## src/core/dcaq_defines.svh

```systemverilog
// Purpose: Constants for the comparator A extension qualifier
// Assumes: Wishbone byte addressing, 32-bit data words
// Notes:   Offsets are byte addresses
`ifndef DCAQ_DEFINES_SVH
`define DCAQ_DEFINES_SVH

`define DCAQ_ADDR_W        8
`define DCAQ_OFS_EXT       8'h08
`define DCAQ_OFS_BASE      8'h0C
`define DCAQ_BIT_DIR_EN    7
`define DCAQ_BIT_DIR_VAL   6
`define DCAQ_BIT_PAGED     5
`define DCAQ_BIT_A16       0
`define DCAQ_ADDR_MSB      16
`define DCAQ_PAGE_LSB      14
`define DCAQ_RSVD_MSB      4
`define DCAQ_RSVD_LSB      1
`define DCAQ_EXT_WMASK     8'hE1
`define DCAQ_EXT_RESET     8'h00
`define DCAQ_BASE_RESET    16'h0000

`endif

```

## src/core/dcaq_pkg.sv

```systemverilog
// Purpose: Types for the comparator A extension qualifier
// Assumes: Used with dcaq_defines.svh
// Notes:   Types only
package dcaq_pkg;
    // Snapshot of one core bus cycle
    typedef struct packed {
        logic        valid;
        logic        read;
        logic        paged;
        logic [2:0]  page;
        logic [16:0] addr;
    } dcaq_bus_t;
endpackage : dcaq_pkg

```

## src/core/dcaq_qualifier.sv

```systemverilog
// Purpose: Comparator A extension register and match qualifier
// Assumes: Core bus is synchronous to clk_i
// Notes:   Register at 0x08, base compare address at 0x0C
//
// Register access over Wishbone and the placing of the registers were decided locally.
`timescale 1ns/100ps
`include "dcaq_defines.svh"

module dcaq_qualifier (
    input  wire logic               clk_i,
    input  wire logic               rst_i,
    input  wire logic               end_trace_reset_i,
    input  wire logic               debugger_enable_i,
    input  wire logic               begin_trigger_i,
    input  wire logic               wb_cyc_i,
    input  wire logic               wb_stb_i,
    input  wire logic               wb_we_i,
    input  wire logic [7:0]         wb_adr_i,
    input  wire logic [3:0]         wb_sel_i,
    input  wire logic [31:0]        wb_dat_i,
    output logic      [31:0]        wb_dat_o,
    output logic                    wb_ack_o,
    output logic                    wb_err_o,
    input  wire dcaq_pkg::dcaq_bus_t core_bus_i,
    output logic                    match_o
);

    // ****************************************
    // Register decode
    // ****************************************
    logic [7:0]  ext_reg;
    logic [15:0] base_reg;
    logic        bus_req;
    logic        hit_ext;
    logic        hit_base;
    logic        wr_ok;
    logic        keep_on_reset;
    logic [31:0] rd_word;

    // Single-cycle ack; no ack while the previous one is still high
    assign bus_req  = wb_cyc_i && wb_stb_i && !wb_ack_o && !wb_err_o;
    assign hit_ext  = (wb_adr_i == `DCAQ_OFS_EXT);
    assign hit_base = (wb_adr_i == `DCAQ_OFS_BASE);
    assign wr_ok    = bus_req && wb_we_i;
    // End-run reset preserves the extension register only in this configuration; base always clears
    assign keep_on_reset = end_trace_reset_i && debugger_enable_i && !begin_trigger_i;
    assign rd_word  = hit_ext  ? {24'h000000, ext_reg & `DCAQ_EXT_WMASK} :
                      hit_base ? {16'h0000, base_reg} : 32'h00000000;

    // Extension register; unimplemented bits never store
    always_ff @(posedge clk_i)
    begin
        if (rst_i && !keep_on_reset)
            ext_reg <= `DCAQ_EXT_RESET;
        else if (!rst_i && wr_ok && hit_ext && wb_sel_i[0])
            ext_reg <= wb_dat_i[7:0] & `DCAQ_EXT_WMASK;
    end

    // Base compare address, low sixteen bits
    always_ff @(posedge clk_i)
    begin
        if (rst_i)
            base_reg <= `DCAQ_BASE_RESET;
        else if (wr_ok && hit_base)
        begin
            if (wb_sel_i[0])
                base_reg[7:0] <= wb_dat_i[7:0];
            if (wb_sel_i[1])
                base_reg[15:8] <= wb_dat_i[15:8];
        end
    end

    // Bus answer; unmapped addresses get err instead of ack
    always_ff @(posedge clk_i)
    begin
        if (rst_i)
        begin
            wb_ack_o <= 1'b0;
            wb_err_o <= 1'b0;
            wb_dat_o <= 32'h00000000;
        end
        else
        begin
            wb_ack_o <= bus_req && (hit_ext || hit_base);
            wb_err_o <= bus_req && !(hit_ext || hit_base);
            wb_dat_o <= bus_req ? rd_word : 32'h00000000;
        end
    end

    // ****************************************
    // Match qualification
    // ****************************************
    logic [16:0] cmp_addr;
    logic        base_ok;
    logic        a16_ok;
    logic        page_ok;
    logic        dir_ok;
    logic        next_match;

    // Paged access forms page:addr[13:0]; else bit 16 as presented
    assign cmp_addr = core_bus_i.paged ?
                      {core_bus_i.page, core_bus_i.addr[`DCAQ_PAGE_LSB-1:0]} :
                      core_bus_i.addr;
    assign base_ok  = (cmp_addr[`DCAQ_ADDR_MSB-1:0] == base_reg);
    assign a16_ok   = (cmp_addr[`DCAQ_ADDR_MSB] == ext_reg[`DCAQ_BIT_A16]);
    assign page_ok  = (core_bus_i.paged == ext_reg[`DCAQ_BIT_PAGED]);
    // Value bit is a don't-care while qualification is off
    assign dir_ok   = !ext_reg[`DCAQ_BIT_DIR_EN] ||
                      (core_bus_i.read == ext_reg[`DCAQ_BIT_DIR_VAL]);
    assign next_match = core_bus_i.valid && base_ok && a16_ok && page_ok && dir_ok;

    // Registered so the output comes straight from a flip-flop
    always_ff @(posedge clk_i)
    begin
        if (rst_i)
            match_o <= 1'b0;
        else
            match_o <= next_match;
    end
endmodule : dcaq_qualifier

```

## config.mk

```make
export PLATFORM = sky130hd
export DESIGN_NAME = dcaq_qualifier
export DESIGN_NICKNAME = d
export VERILOG_FILES = /design/src/core/dcaq_pkg.sv /design/src/core/dcaq_qualifier.sv
export VERILOG_INCLUDE_DIRS = /design/src /design/src/core
export SDC_FILE = /design/constraint.sdc
export NUM_CORES = 1
export LEC_CHECK = 0
export ABC_CLOCK_PERIOD_IN_PS = 2800
export BUFFER_PORTS_ARGS = -buffer_cell sky130_fd_sc_hd__buf_2
export CELL_PAD_IN_SITES_DETAIL_PLACEMENT = 1
export CELL_PAD_IN_SITES_GLOBAL_PLACEMENT = 2
export CORE_MARGIN = 10
export CORE_UTILIZATION = 24
export CTS_BUF_LIST = sky130_fd_sc_hd__clkbuf_8
export DETAILED_ROUTE_END_ITERATION = 12
export PLACE_DENSITY_LB_ADDON = 0.1
export RECOVER_POWER = 25
export SYNTH_ARGS = -nofsm -noshare
export SYNTH_HDL_FRONTEND = slang
export SYNTH_SLANG_ARGS = --single-unit
```

## constraint.sdc

```tcl
create_clock -name clk_i -period 2.8 [get_ports clk_i]
set_input_delay 0.56 -clock clk_i [delete_from_list [all_inputs] [get_ports clk_i]]
set_output_delay 0.56 -clock clk_i [all_outputs]
set_load 0.05 [all_outputs]
```

==> results of run 1 <==
-- worst min-delay path by stage --
stage | start | to | cells past startpoint
after floorplan | base_reg[14] | wb_dat_o[14] | 1
after detailed placement | base_reg[8] | wb_dat_o[8] | 1
after global placement | base_reg[8] | wb_dat_o[8] | 1
after global routing | wb_dat_i[12] | base_reg[12] | 3
final | base_reg[8] | wb_dat_o[8] | 1
after CTS | wb_dat_i[15] | base_reg[15] | 3
-- where the power goes --
group          internal [mW]  total, mW  switching (mW)
clock network          0.171      0.372           0.202
registers              0.555      0.555        0.000249
logic                 0.0445      0.132          0.0879
total                  0.770       1.06           0.290
-- per-layer routing --
metal | up-vias | track usage (%) | routed length (um)
met5 | - | 0 | 0
met4 | 0 | 3.19 | 64
met3 | 6 | 4.02 | 416
met2 | 53 | 15.2 | 2410
met1 | 626 | 11.1 | 2310
li1 | 687 | - | -
-- placed cells by master (no fill, tap or decap), drive strengths merged --
cell type,instances
xnor2,10
or2,1
nor4,5
nand3,2
mux2i,27
nand4,4
dfxtp,39
nor2,25
or3,2
buf,66
and2,12
o21a,1
nor3b,2
clkinvlp,1
clkbuf,18
or4b,1
nor3,1
or4bb,2
xor2,9
nand2,2
conb,16
clkinv,1
inv,2
-- Yosys cell counts --
cell type	n
sky130_fd_sc_hd__inv_1	1
sky130_fd_sc_hd__xor2_1	9
sky130_fd_sc_hd__or2_1	1
sky130_fd_sc_hd__nor2_1	25
sky130_fd_sc_hd__buf_2	1
sky130_fd_sc_hd__buf_4	16
sky130_fd_sc_hd__nand4_1	4
sky130_fd_sc_hd__or3_1	2
sky130_fd_sc_hd__nor4_1	2
sky130_fd_sc_hd__mux2i_1	27
sky130_fd_sc_hd__nand3_1	2
sky130_fd_sc_hd__xnor2_1	10
sky130_fd_sc_hd__nor3b_1	1
sky130_fd_sc_hd__dfxtp_1	39
sky130_fd_sc_hd__and2_1	12
sky130_fd_sc_hd__nor4_4	3
sky130_fd_sc_hd__buf_6	1
sky130_fd_sc_hd__nor3b_2	1
sky130_fd_sc_hd__or4bb_1	2
sky130_fd_sc_hd__or4b_4	1
sky130_fd_sc_hd__nand2_1	2
sky130_fd_sc_hd__conb_1	1
sky130_fd_sc_hd__nor3_1	1
sky130_fd_sc_hd__clkbuf_1	5
sky130_fd_sc_hd__o21a_1	1
-- cell families after synthesis --
logic type	after synthesis
DFF	39
xor gates and xnor gates	19
muxes	27
buffers and inverters	24
other	1
and+or+nand+nor	59
AOI/OAI and AO/OA	1
-- area by class of cell --
class / count / area share (%)
Inverter: 1 / 0.167
Clock buffer: 5 / 3.06
Tap cell: 99 / 5.50
Sequential cell: 39 / 34.7
Timing Repair Buffer: 79 / 17.3
Clock inverter: 3 / 0.723
Multi-Input combinational cell: 122 / 38.6
-- critical path: stages --
cell and delay (ns):
sky130_fd_sc_hd__buf_2 0.09, sky130_fd_sc_hd__or4b_1 0.70, sky130_fd_sc_hd__or3_1 0.46, sky130_fd_sc_hd__nor3b_2 0.16
sky130_fd_sc_hd__buf_4 0.20, sky130_fd_sc_hd__and2_1 0.13
==> results.md, run 1 <==
Run status:
- The flow ran to the end, and the final reports show no timing, DRC or antenna violations.

Clock tree:
- The latest clock arrival within the worst-skew pair is 0.29 ns.
- The maximum level of the CTS H-tree is 2.
- Counting every sink on the clock net gives 39.
- The clock buffer count from CTS is 5.
- The CTS root buffer is sky130_fd_sc_hd__clkbuf_8.
- In this run, post-CTS repair resized a total of 0 instances.
- The number of buffers on the longest clock path is 2.
- The clock transition at the register clock pins on the worst setup and hold paths after CTS is approximately 0.08 ns.
- The number of setup buffers added after CTS is 0.
- The total of hold buffers inserted after clock tree synthesis is 0.
- The CTS tree is yes.

Global routing:
- The via count of the first global-routing pass is 1590.
- The total overflow reported by the global router is 0.
- Entering global routing, the biggest net connects 22 pins.
- The first global-routing pass estimated about 8.3 mm of wire.
- For this run, the total global-route usage over all layers was measured as under 10%.
- The initial antenna violation count is 0.

Detailed routing:
- After detailed routing, the number of vias per cell comes to a little under 4.
- In this run the remaining antenna-violating nets after routing total 0.
- The mean routed wirelength per cell is 14.9 um.
- The initial detailed-routing violation count is 6.
- After detailed routing, the number of remaining DRC violations is 0.
- The first-pass iteration count of the detailed router is 4.
- The detailed-route via count is 1372.
- The aggregate routed wire length is approximately 5.2 mm.

STA:
- The smallest setup slack after layout is 0.734 ns.
- The clock arrives with ~0.005 ns of skew.
- Based on the critical path, the design can be clocked at up to 0.484 GHz.
- For the pin with the worst max-slew slack, the measured transition is between 0.6 and 0.7 ns.
- The hold violation count in the final report came to 0.
- The remaining max-slew budget at the tightest pin is 58.6%.
- The number of pins with negative max-slew slack in the final report is 0.
- In the finished design, the share of the clock period the worst path needs comes to 73.8%.
- Setup violations remaining at the end of the flow were counted as 0.
- Final hold analysis gives a worst-case slack of 0.498 ns.
- The final sum of negative setup slack is 0 ns.
- Setup repair after global routing left no endpoint under its margin.
- The worst path in the final design needs a cycle of roughly 2.1 ns, including I/O delays and setup.

Floorplanning:
- During I/O placement, the number of pins put on the boundary was 110.
- The die covers 0.0111 mm2.
- The effective utilization at floorplan is 24.5%.
- The floorplan has 31 rows.
- In this run the vertical extent of the chip is 106 um.
- The area of the core region is 0.00718 mm2.
- The floorplan step set the die width to 106 um.

Logic synthesis:
- Summing the areas of all fa, ha and maj instances in the mapped netlist gives 0% of the synthesized area.
- After synthesis, the largest family of logic cells by area is simple AND/OR/NAND/NOR gates.
- The mapped netlist covers roughly 0.0018 mm2.
- For this run, the number of Yosys warnings is 0.
- The share of the synthesized area in the top cell type is between 40 and 50%.
- After synthesis, the cell types taking the most area are sky130_fd_sc_hd__dfxtp_1 (44%), sky130_fd_sc_hd__mux2i_1 (15%), sky130_fd_sc_hd__buf_4 (6.8%).
- The compound-cell area share of the yosys netlist is 0.428%.
- In the synthesized netlist, mux cells make up 15.4% of the area.
- The synthesized instance count is 170.
- The basic-gate share of the synthesized area counting and, or, nand and nor cells is 21.0%.
- Sequential cells were found to cover around 44% of the synthesized design area.
- The cell type contributing the most total cell area after synthesis is sky130_fd_sc_hd__dfxtp_1.
- After synthesis, the netlist uses 25 different library cells.
- Synthesis inferred 39 register bits.
- In this run the mean area of a mapped cell was ~10 um2.
- The post-synthesis share of cell area spent on xor and xnor gates is 9.48%.

Power:
- The areal power density over the cells is 471 mW/mm2.
- In this run the static leakage power is 0.974 nW.
- The worst-case IR drop observed on VDD is 0.170 mV.
- The sum of internal, switching and leakage power is around 1.1 mW.

Layout:
- Once layout is complete, the utilization of the core stands at 31.4%.
- The area overhead of the layout relative to synthesis is 28.2%.
- The number of non-filler instances in the completed layout is around 350.
- The sequential cells in the finished layout cover a total of 781 um2.
- Summing all multi-input logic gate instances after layout gives 868 um2.
- Cells with a size suffix above 1 make up 30.9% of the layout.
- After the last flow step, the layout net total stands at ~320.
- After routing the design area is approximately 0.0023 mm2.
- 0 antenna diodes ended up in the layout.
- The layout has between 800 and 900 filler cells.

Worst setup path:
- The maximum fanout along the worst path is 12.
- The kind of capture point of the worst setup path is a flop.
- The number of cells on the worst reg-to-reg path is 5.
- In this run the worst setup path terminates at wb_dat_o[11].
- The startpoint class of the critical path is a primary input.
- The arrival time at the worst endpoint is 2.30 ns.
- By startpoint and endpoint, the worst setup path is classified as primary input to flop.
- The data required time of the worst path is 3.04 ns.
- In this run the worst setup path begins at wb_adr_i[0].
- In this run the critical register-to-register path is captured at wb_dat_o[11].
- The setup slack of the most critical reg-to-reg path is 0.88 ns.
- The launch point of the worst reg-to-reg path is wb_ack_o.

Flow run:
- The tool flagged a number of max-cap violations equal to 0.

Hold path:
- The tightest min-delay check is of the flop to flop type.

Place:
- The number of buffers added on ports is 75.
- The total placed instance area is 0.00219 mm2.
- Once placement completed, the tool counted placed cells totaling 340.
- The global placer's final weighted congestion is 0.682.
- The worst-case setup slack after placement is 0.520 ns.
- The placed wire-length estimate is 4.15 mm.
Note: power is estimated with default switching activity, not from simulation.
==> inputs of run 2 (changes only) <==
--- a/config.mk
+++ b/config.mk
@@ -6,12 +6,13 @@
 export SDC_FILE = /design/constraint.sdc
 export NUM_CORES = 1
 export LEC_CHECK = 0
-export ABC_CLOCK_PERIOD_IN_PS = 2800
+export ABC_AREA = 1
+export ABC_CLOCK_PERIOD_IN_PS = 2000
 export BUFFER_PORTS_ARGS = -buffer_cell sky130_fd_sc_hd__buf_2
 export CELL_PAD_IN_SITES_DETAIL_PLACEMENT = 1
 export CELL_PAD_IN_SITES_GLOBAL_PLACEMENT = 2
 export CORE_MARGIN = 10
-export CORE_UTILIZATION = 24
+export CORE_UTILIZATION = 23
 export CTS_BUF_LIST = sky130_fd_sc_hd__clkbuf_8
 export DETAILED_ROUTE_END_ITERATION = 12
 export PLACE_DENSITY_LB_ADDON = 0.1
==> constraint.sdc (replaced) <==
create_clock -name clk_i -period 2 [get_ports clk_i]
set_input_delay 0.4 -clock clk_i [delete_from_list [all_inputs] [get_ports clk_i]]
set_output_delay 0.4 -clock clk_i [all_outputs]
set_load 0.05 [all_outputs]
==> results.md, run 2 <==
Run status:
- The run finished with clean final reports.

Global routing:
- The pin count of the biggest net entering global routing is 17 (-23%).
- The total overflow reported by the global router came to 0 (unchanged).
- The first-pass GRT wire length came to 10.7 mm (+29%).
- The initial antenna violation count was 0 (unchanged).
- The via count of the first global-routing pass is 2216 (+39%).
- The overall global routing resource usage came to 10.1% (+0.61 points).

Logic synthesis:
- The async set-or-reset flop fraction in the synthesized netlist is 0% (unchanged).
- Counting instances in the post-synthesis netlist gives the leading cell types as sky130_fd_sc_hd__nand2_1 (113), sky130_fd_sc_hd__inv_1 (77), sky130_fd_sc_hd__nor2_1 (55), sky130_fd_sc_hd__dfxtp_1 (39), sky130_fd_sc_hd__nand4_1 (20).
- The post-synthesis cell type count came to 20 (-20%).
- The number of flip-flops and latches in the synthesized netlist came to 39 (unchanged).
- The share of the synthesized area in the top cell type is 36.1% (-8.3 points).
- The most used flip-flop cell after synthesis is sky130_fd_sc_hd__dfxtp_1.
- The synthesis warning total is 0 (unchanged).
- The share of synthesized area occupied by flip-flops and latches is 36.1% (-8.3 points).
- The synthesized area is 0.00216 mm2 (+23%).
- The count of flip-flops with a built-in enable after synthesis came to 0 (unchanged).
- The synthesized instance count is 348 (+100%).
- Of all cell types, the one taking the most synthesized area is sky130_fd_sc_hd__dfxtp_1.
- The most frequently used cell type in the post-synthesis netlist is sky130_fd_sc_hd__nand2_1.
- The mean cell area of the mapped netlist is 6.21 um2 (-40%).
- By area the synthesized netlist is led by sky130_fd_sc_hd__dfxtp_1 (36%), sky130_fd_sc_hd__nand2_1 (20%), sky130_fd_sc_hd__inv_1 (13%).

Layout:
- The number of inserted diodes is 0 (unchanged).
- Leaving out fill and tap cells, the most frequent cells in the layout are sky130_fd_sc_hd__nand2_1 (114), sky130_fd_sc_hd__inv_1 (78), sky130_fd_sc_hd__buf_2 (64).
- The net total in the final layout is 501 (+55%).
- The area overhead of the layout relative to synthesis is 25.8%.
- The most common cell after layout, fill and taps aside is sky130_fd_sc_hd__nand2_1.
- The number of filler cells placed in the layout is 1209 (+38%).
- The fraction of layout cells with a size suffix above 1 is 19.4% (-11 points).
- The final design area excluding fillers came to 0.00272 mm2 (+21%).

Detailed routing:
- Signal routing reaches up to met4.
- The mean routed wirelength per cell is 12.5 um (-16%).
- The average vias per placed instance is 4.01 (+1.7%).
- The residual antenna-violating net count after detailed routing came to 0 (unchanged).
- The met3 wirelength from detailed routing is 512 um (+23%).
- The detailed-route via count is 2158 (+57%).
- The initial detailed-routing violation count came to 44 (+38).
- The met2 routed wirelength came to 3.08 mm (+28%).
- The total DRC errors in the routed layout was 0 (unchanged).
- The aggregate routed wire length came to 6.72 mm (+29%).
- The detailed-route wire length on metal 1 is 3.05 mm (+32%).
- The first-pass iteration count of the detailed router came to 4 (unchanged).

Clock tree:
- The buffers inserted during post-CTS setup optimization is 0 (unchanged).
- The clock transition at the register clock pins on the worst setup and hold paths after CTS was 0.08 ns (about the same).
- The clock buffer count from CTS is 5 (unchanged).
- The tree is rooted in a sky130_fd_sc_hd__clkbuf_8.
- The number of buffers on the longest clock path is 2 (unchanged).
- The sink count of the clock tree came to 39 (unchanged).
- The latest clock arrival within the worst-skew pair is 0.29 ns (about the same).
- The maximum level of the CTS H-tree is 2 (unchanged).
- The quantity of gates resized following cts was 0 (unchanged).
- TritonCTS built the clock tree.
- The total of hold buffers inserted after clock tree synthesis is 0 (unchanged).

Place:
- The total placed instance area is 0.00260 mm2 (+19%).
- The global placer's final weighted congestion is 0.718 (+5.3%).
- The number of buffers added on ports is 75 (unchanged).
- The placed wire-length estimate is 5.62 mm (+36%).

Worst setup path:
- By startpoint and endpoint, the worst setup path is classified as flop to primary output.
- The library cell contributing the largest single delay on the critical path is sky130_fd_sc_hd__clkbuf_1.
- The endpoint identified for the worst register-to-register timing path is base_reg[6].
- The number of buffers and inverters on the critical path was 1 (-1).
- The startpoint class of the critical path is a flop.
- Traced cell by cell, the critical path runs through clkbuf_1.
- The arrival time at the worst endpoint is 1.10 ns (-1.20 ns).
- The number of cells on the worst reg-to-reg path is 7 (+2).
- STA classifies the critical path endpoint as a primary output.
- The maximum fanout along the worst path came to 1 (-11).
- The largest incremental delay on the critical path is 0.50 ns (-0.20 ns).
- The data required time of the worst path is 1.60 ns (-1.44 ns).
- The setup slack of the most critical reg-to-reg path came to 0.57 ns (-0.31 ns).
- The worst register-to-register path begins at wb_ack_o.
- The cell family with the largest share of critical-path delay is buffers and inverters.

Floorplanning:
- The x dimension of the die is 117 um (+11%).
- The die area is 0.0137 mm2 (+23%).
- The vertical extent of the die came to 117 um (+11%).
- The cell row count is 35 (+13%).
- The effective utilization at floorplan was 23.5% (-0.97 points).
- The area of the core region is 0.00920 mm2 (+28%).
- The I/O pin count is 110 (unchanged).

Hold path:
- The number of instances on the worst hold path is 5 (+4).
- The type of the most critical hold path is primary input to flop.
- The worst hold path begins at wb_dat_i[3].
- The path with the worst hold slack has its endpoint at base_reg[3].

STA:
- The clock skew after layout came to 0.00885 ns (+0.00400 ns).
- Setup repair after global routing left no endpoint under its margin.
- Derived from the worst setup path, the maximum achievable clock frequency is 0.667 GHz.
- The number of pins with negative max-slew slack in the final report came to 0 (unchanged).
- The transition time at the pin with the least slew margin is 0.646 ns (+0.0224 ns).
- The setup-violating endpoint count in the final report is 0 (unchanged).
- The tightest hold margin is 0.426 ns (-0.0725 ns).
- The final sum of negative setup slack was 0 ns (unchanged).
- Dividing the final minimum period by the clock period gives 74.9%.
- The clock period could shrink to 1.50 ns.
- The hold violation count in the final report is 0 (unchanged).
- The remaining max-slew budget at the tightest pin came to 57.1% (-1.5 points).

Power:
- The areal power density over the cells is 660 mW/mm2 (+40%).
- The leakage power figure is 1.47 nW (+51%).
- The sum of internal, switching and leakage power is 1.79 mW (+69%).
- The worst IR drop on VDD came to 0.255 mV (+50%).

Flow run:
- The number of maximum-capacitance constraint violations is 0 (unchanged).
==> run 2: worst register-to-register path, cell delays in order, from the launching register on <==
cell and delay, ns:
sky130_fd_sc_hd__dfxtp_1 0.32, sky130_fd_sc_hd__nor2_2 0.09, sky130_fd_sc_hd__nand2_1 0.17, sky130_fd_sc_hd__nor2_8 0.26, sky130_fd_sc_hd__nand3_2 0.27, sky130_fd_sc_hd__nand2_1 0.12, sky130_fd_sc_hd__inv_1 0.05, sky130_fd_sc_hd__nor2_1 0.09
==> run 2: cell families (layout without fill, tap and decap cells) <==
logic type / Yosys count / in the layout / share of synthesized area, %
and+or+nand+nor: 200 / 200 / 40.3
AOI/OAI and AO/OA: 8 / 8 / 2.08
buffers and inverters: 100 / 164 / 21.3
other: 1 / 16 / 0.174
DFF: 39 / 39 / 36.1
==> run 2: worst max path at each step <==
stage               depth (start not counted)        start  slack (ns)            to
finish                                      1  wb_dat_o[0]        0.50   wb_dat_o[0]
global placement                            7  wb_adr_i[7]        0.35   wb_dat_o[3]
CTS                                         7     wb_ack_o        0.61   base_reg[6]
floorplan                                   7     wb_ack_o        0.59  base_reg[15]
global route                                7     wb_ack_o        0.37   base_reg[2]
detailed placement                          7  wb_adr_i[7]        0.33  wb_dat_o[11]
==> run 2: power breakdown <==
part	switching (mW)	internal, mW	leakage, nW	total [mW]
Combinational	0.161	0.0690	1.09	0.230
Sequential	0.000595	0.777	0.314	0.777
Clock	0.291	0.494	0.0695	0.786
==> run 2: area by class of cell <==
type                            instances  area, um2  area share [%]
Sequential cell                        39        781            28.7
Clock inverter                          3       63.8            2.35
Multi-Input combinational cell        224        973            35.8
Timing Repair Buffer                   79        404            14.9
Tap cell                              111        139            5.11
Clock buffer                            5       68.8            2.53
Inverter                               77        289            10.6
==> run 2: metal layers <==
metal,up-vias,global-route usage (%)
li1,1142,-
met1,955,12.2
met2,56,16.3
met3,5,3.67
met4,0,2.97
met5,-,0
==> run 2: metrics by stage <==
stage | setup WS [ns] | cells | utilization (%)
2_1_floorplan | 0.586 | 363 | -
4_1_cts | 0.608 | 538 | 29.7
3_3_place_gp | 0.353 | 530 | 28.3
6_report | 0.502 | 538 | 29.6
5_1_grt | 0.365 | 538 | 29.6
3_5_place_dp | 0.329 | 530 | 28.3
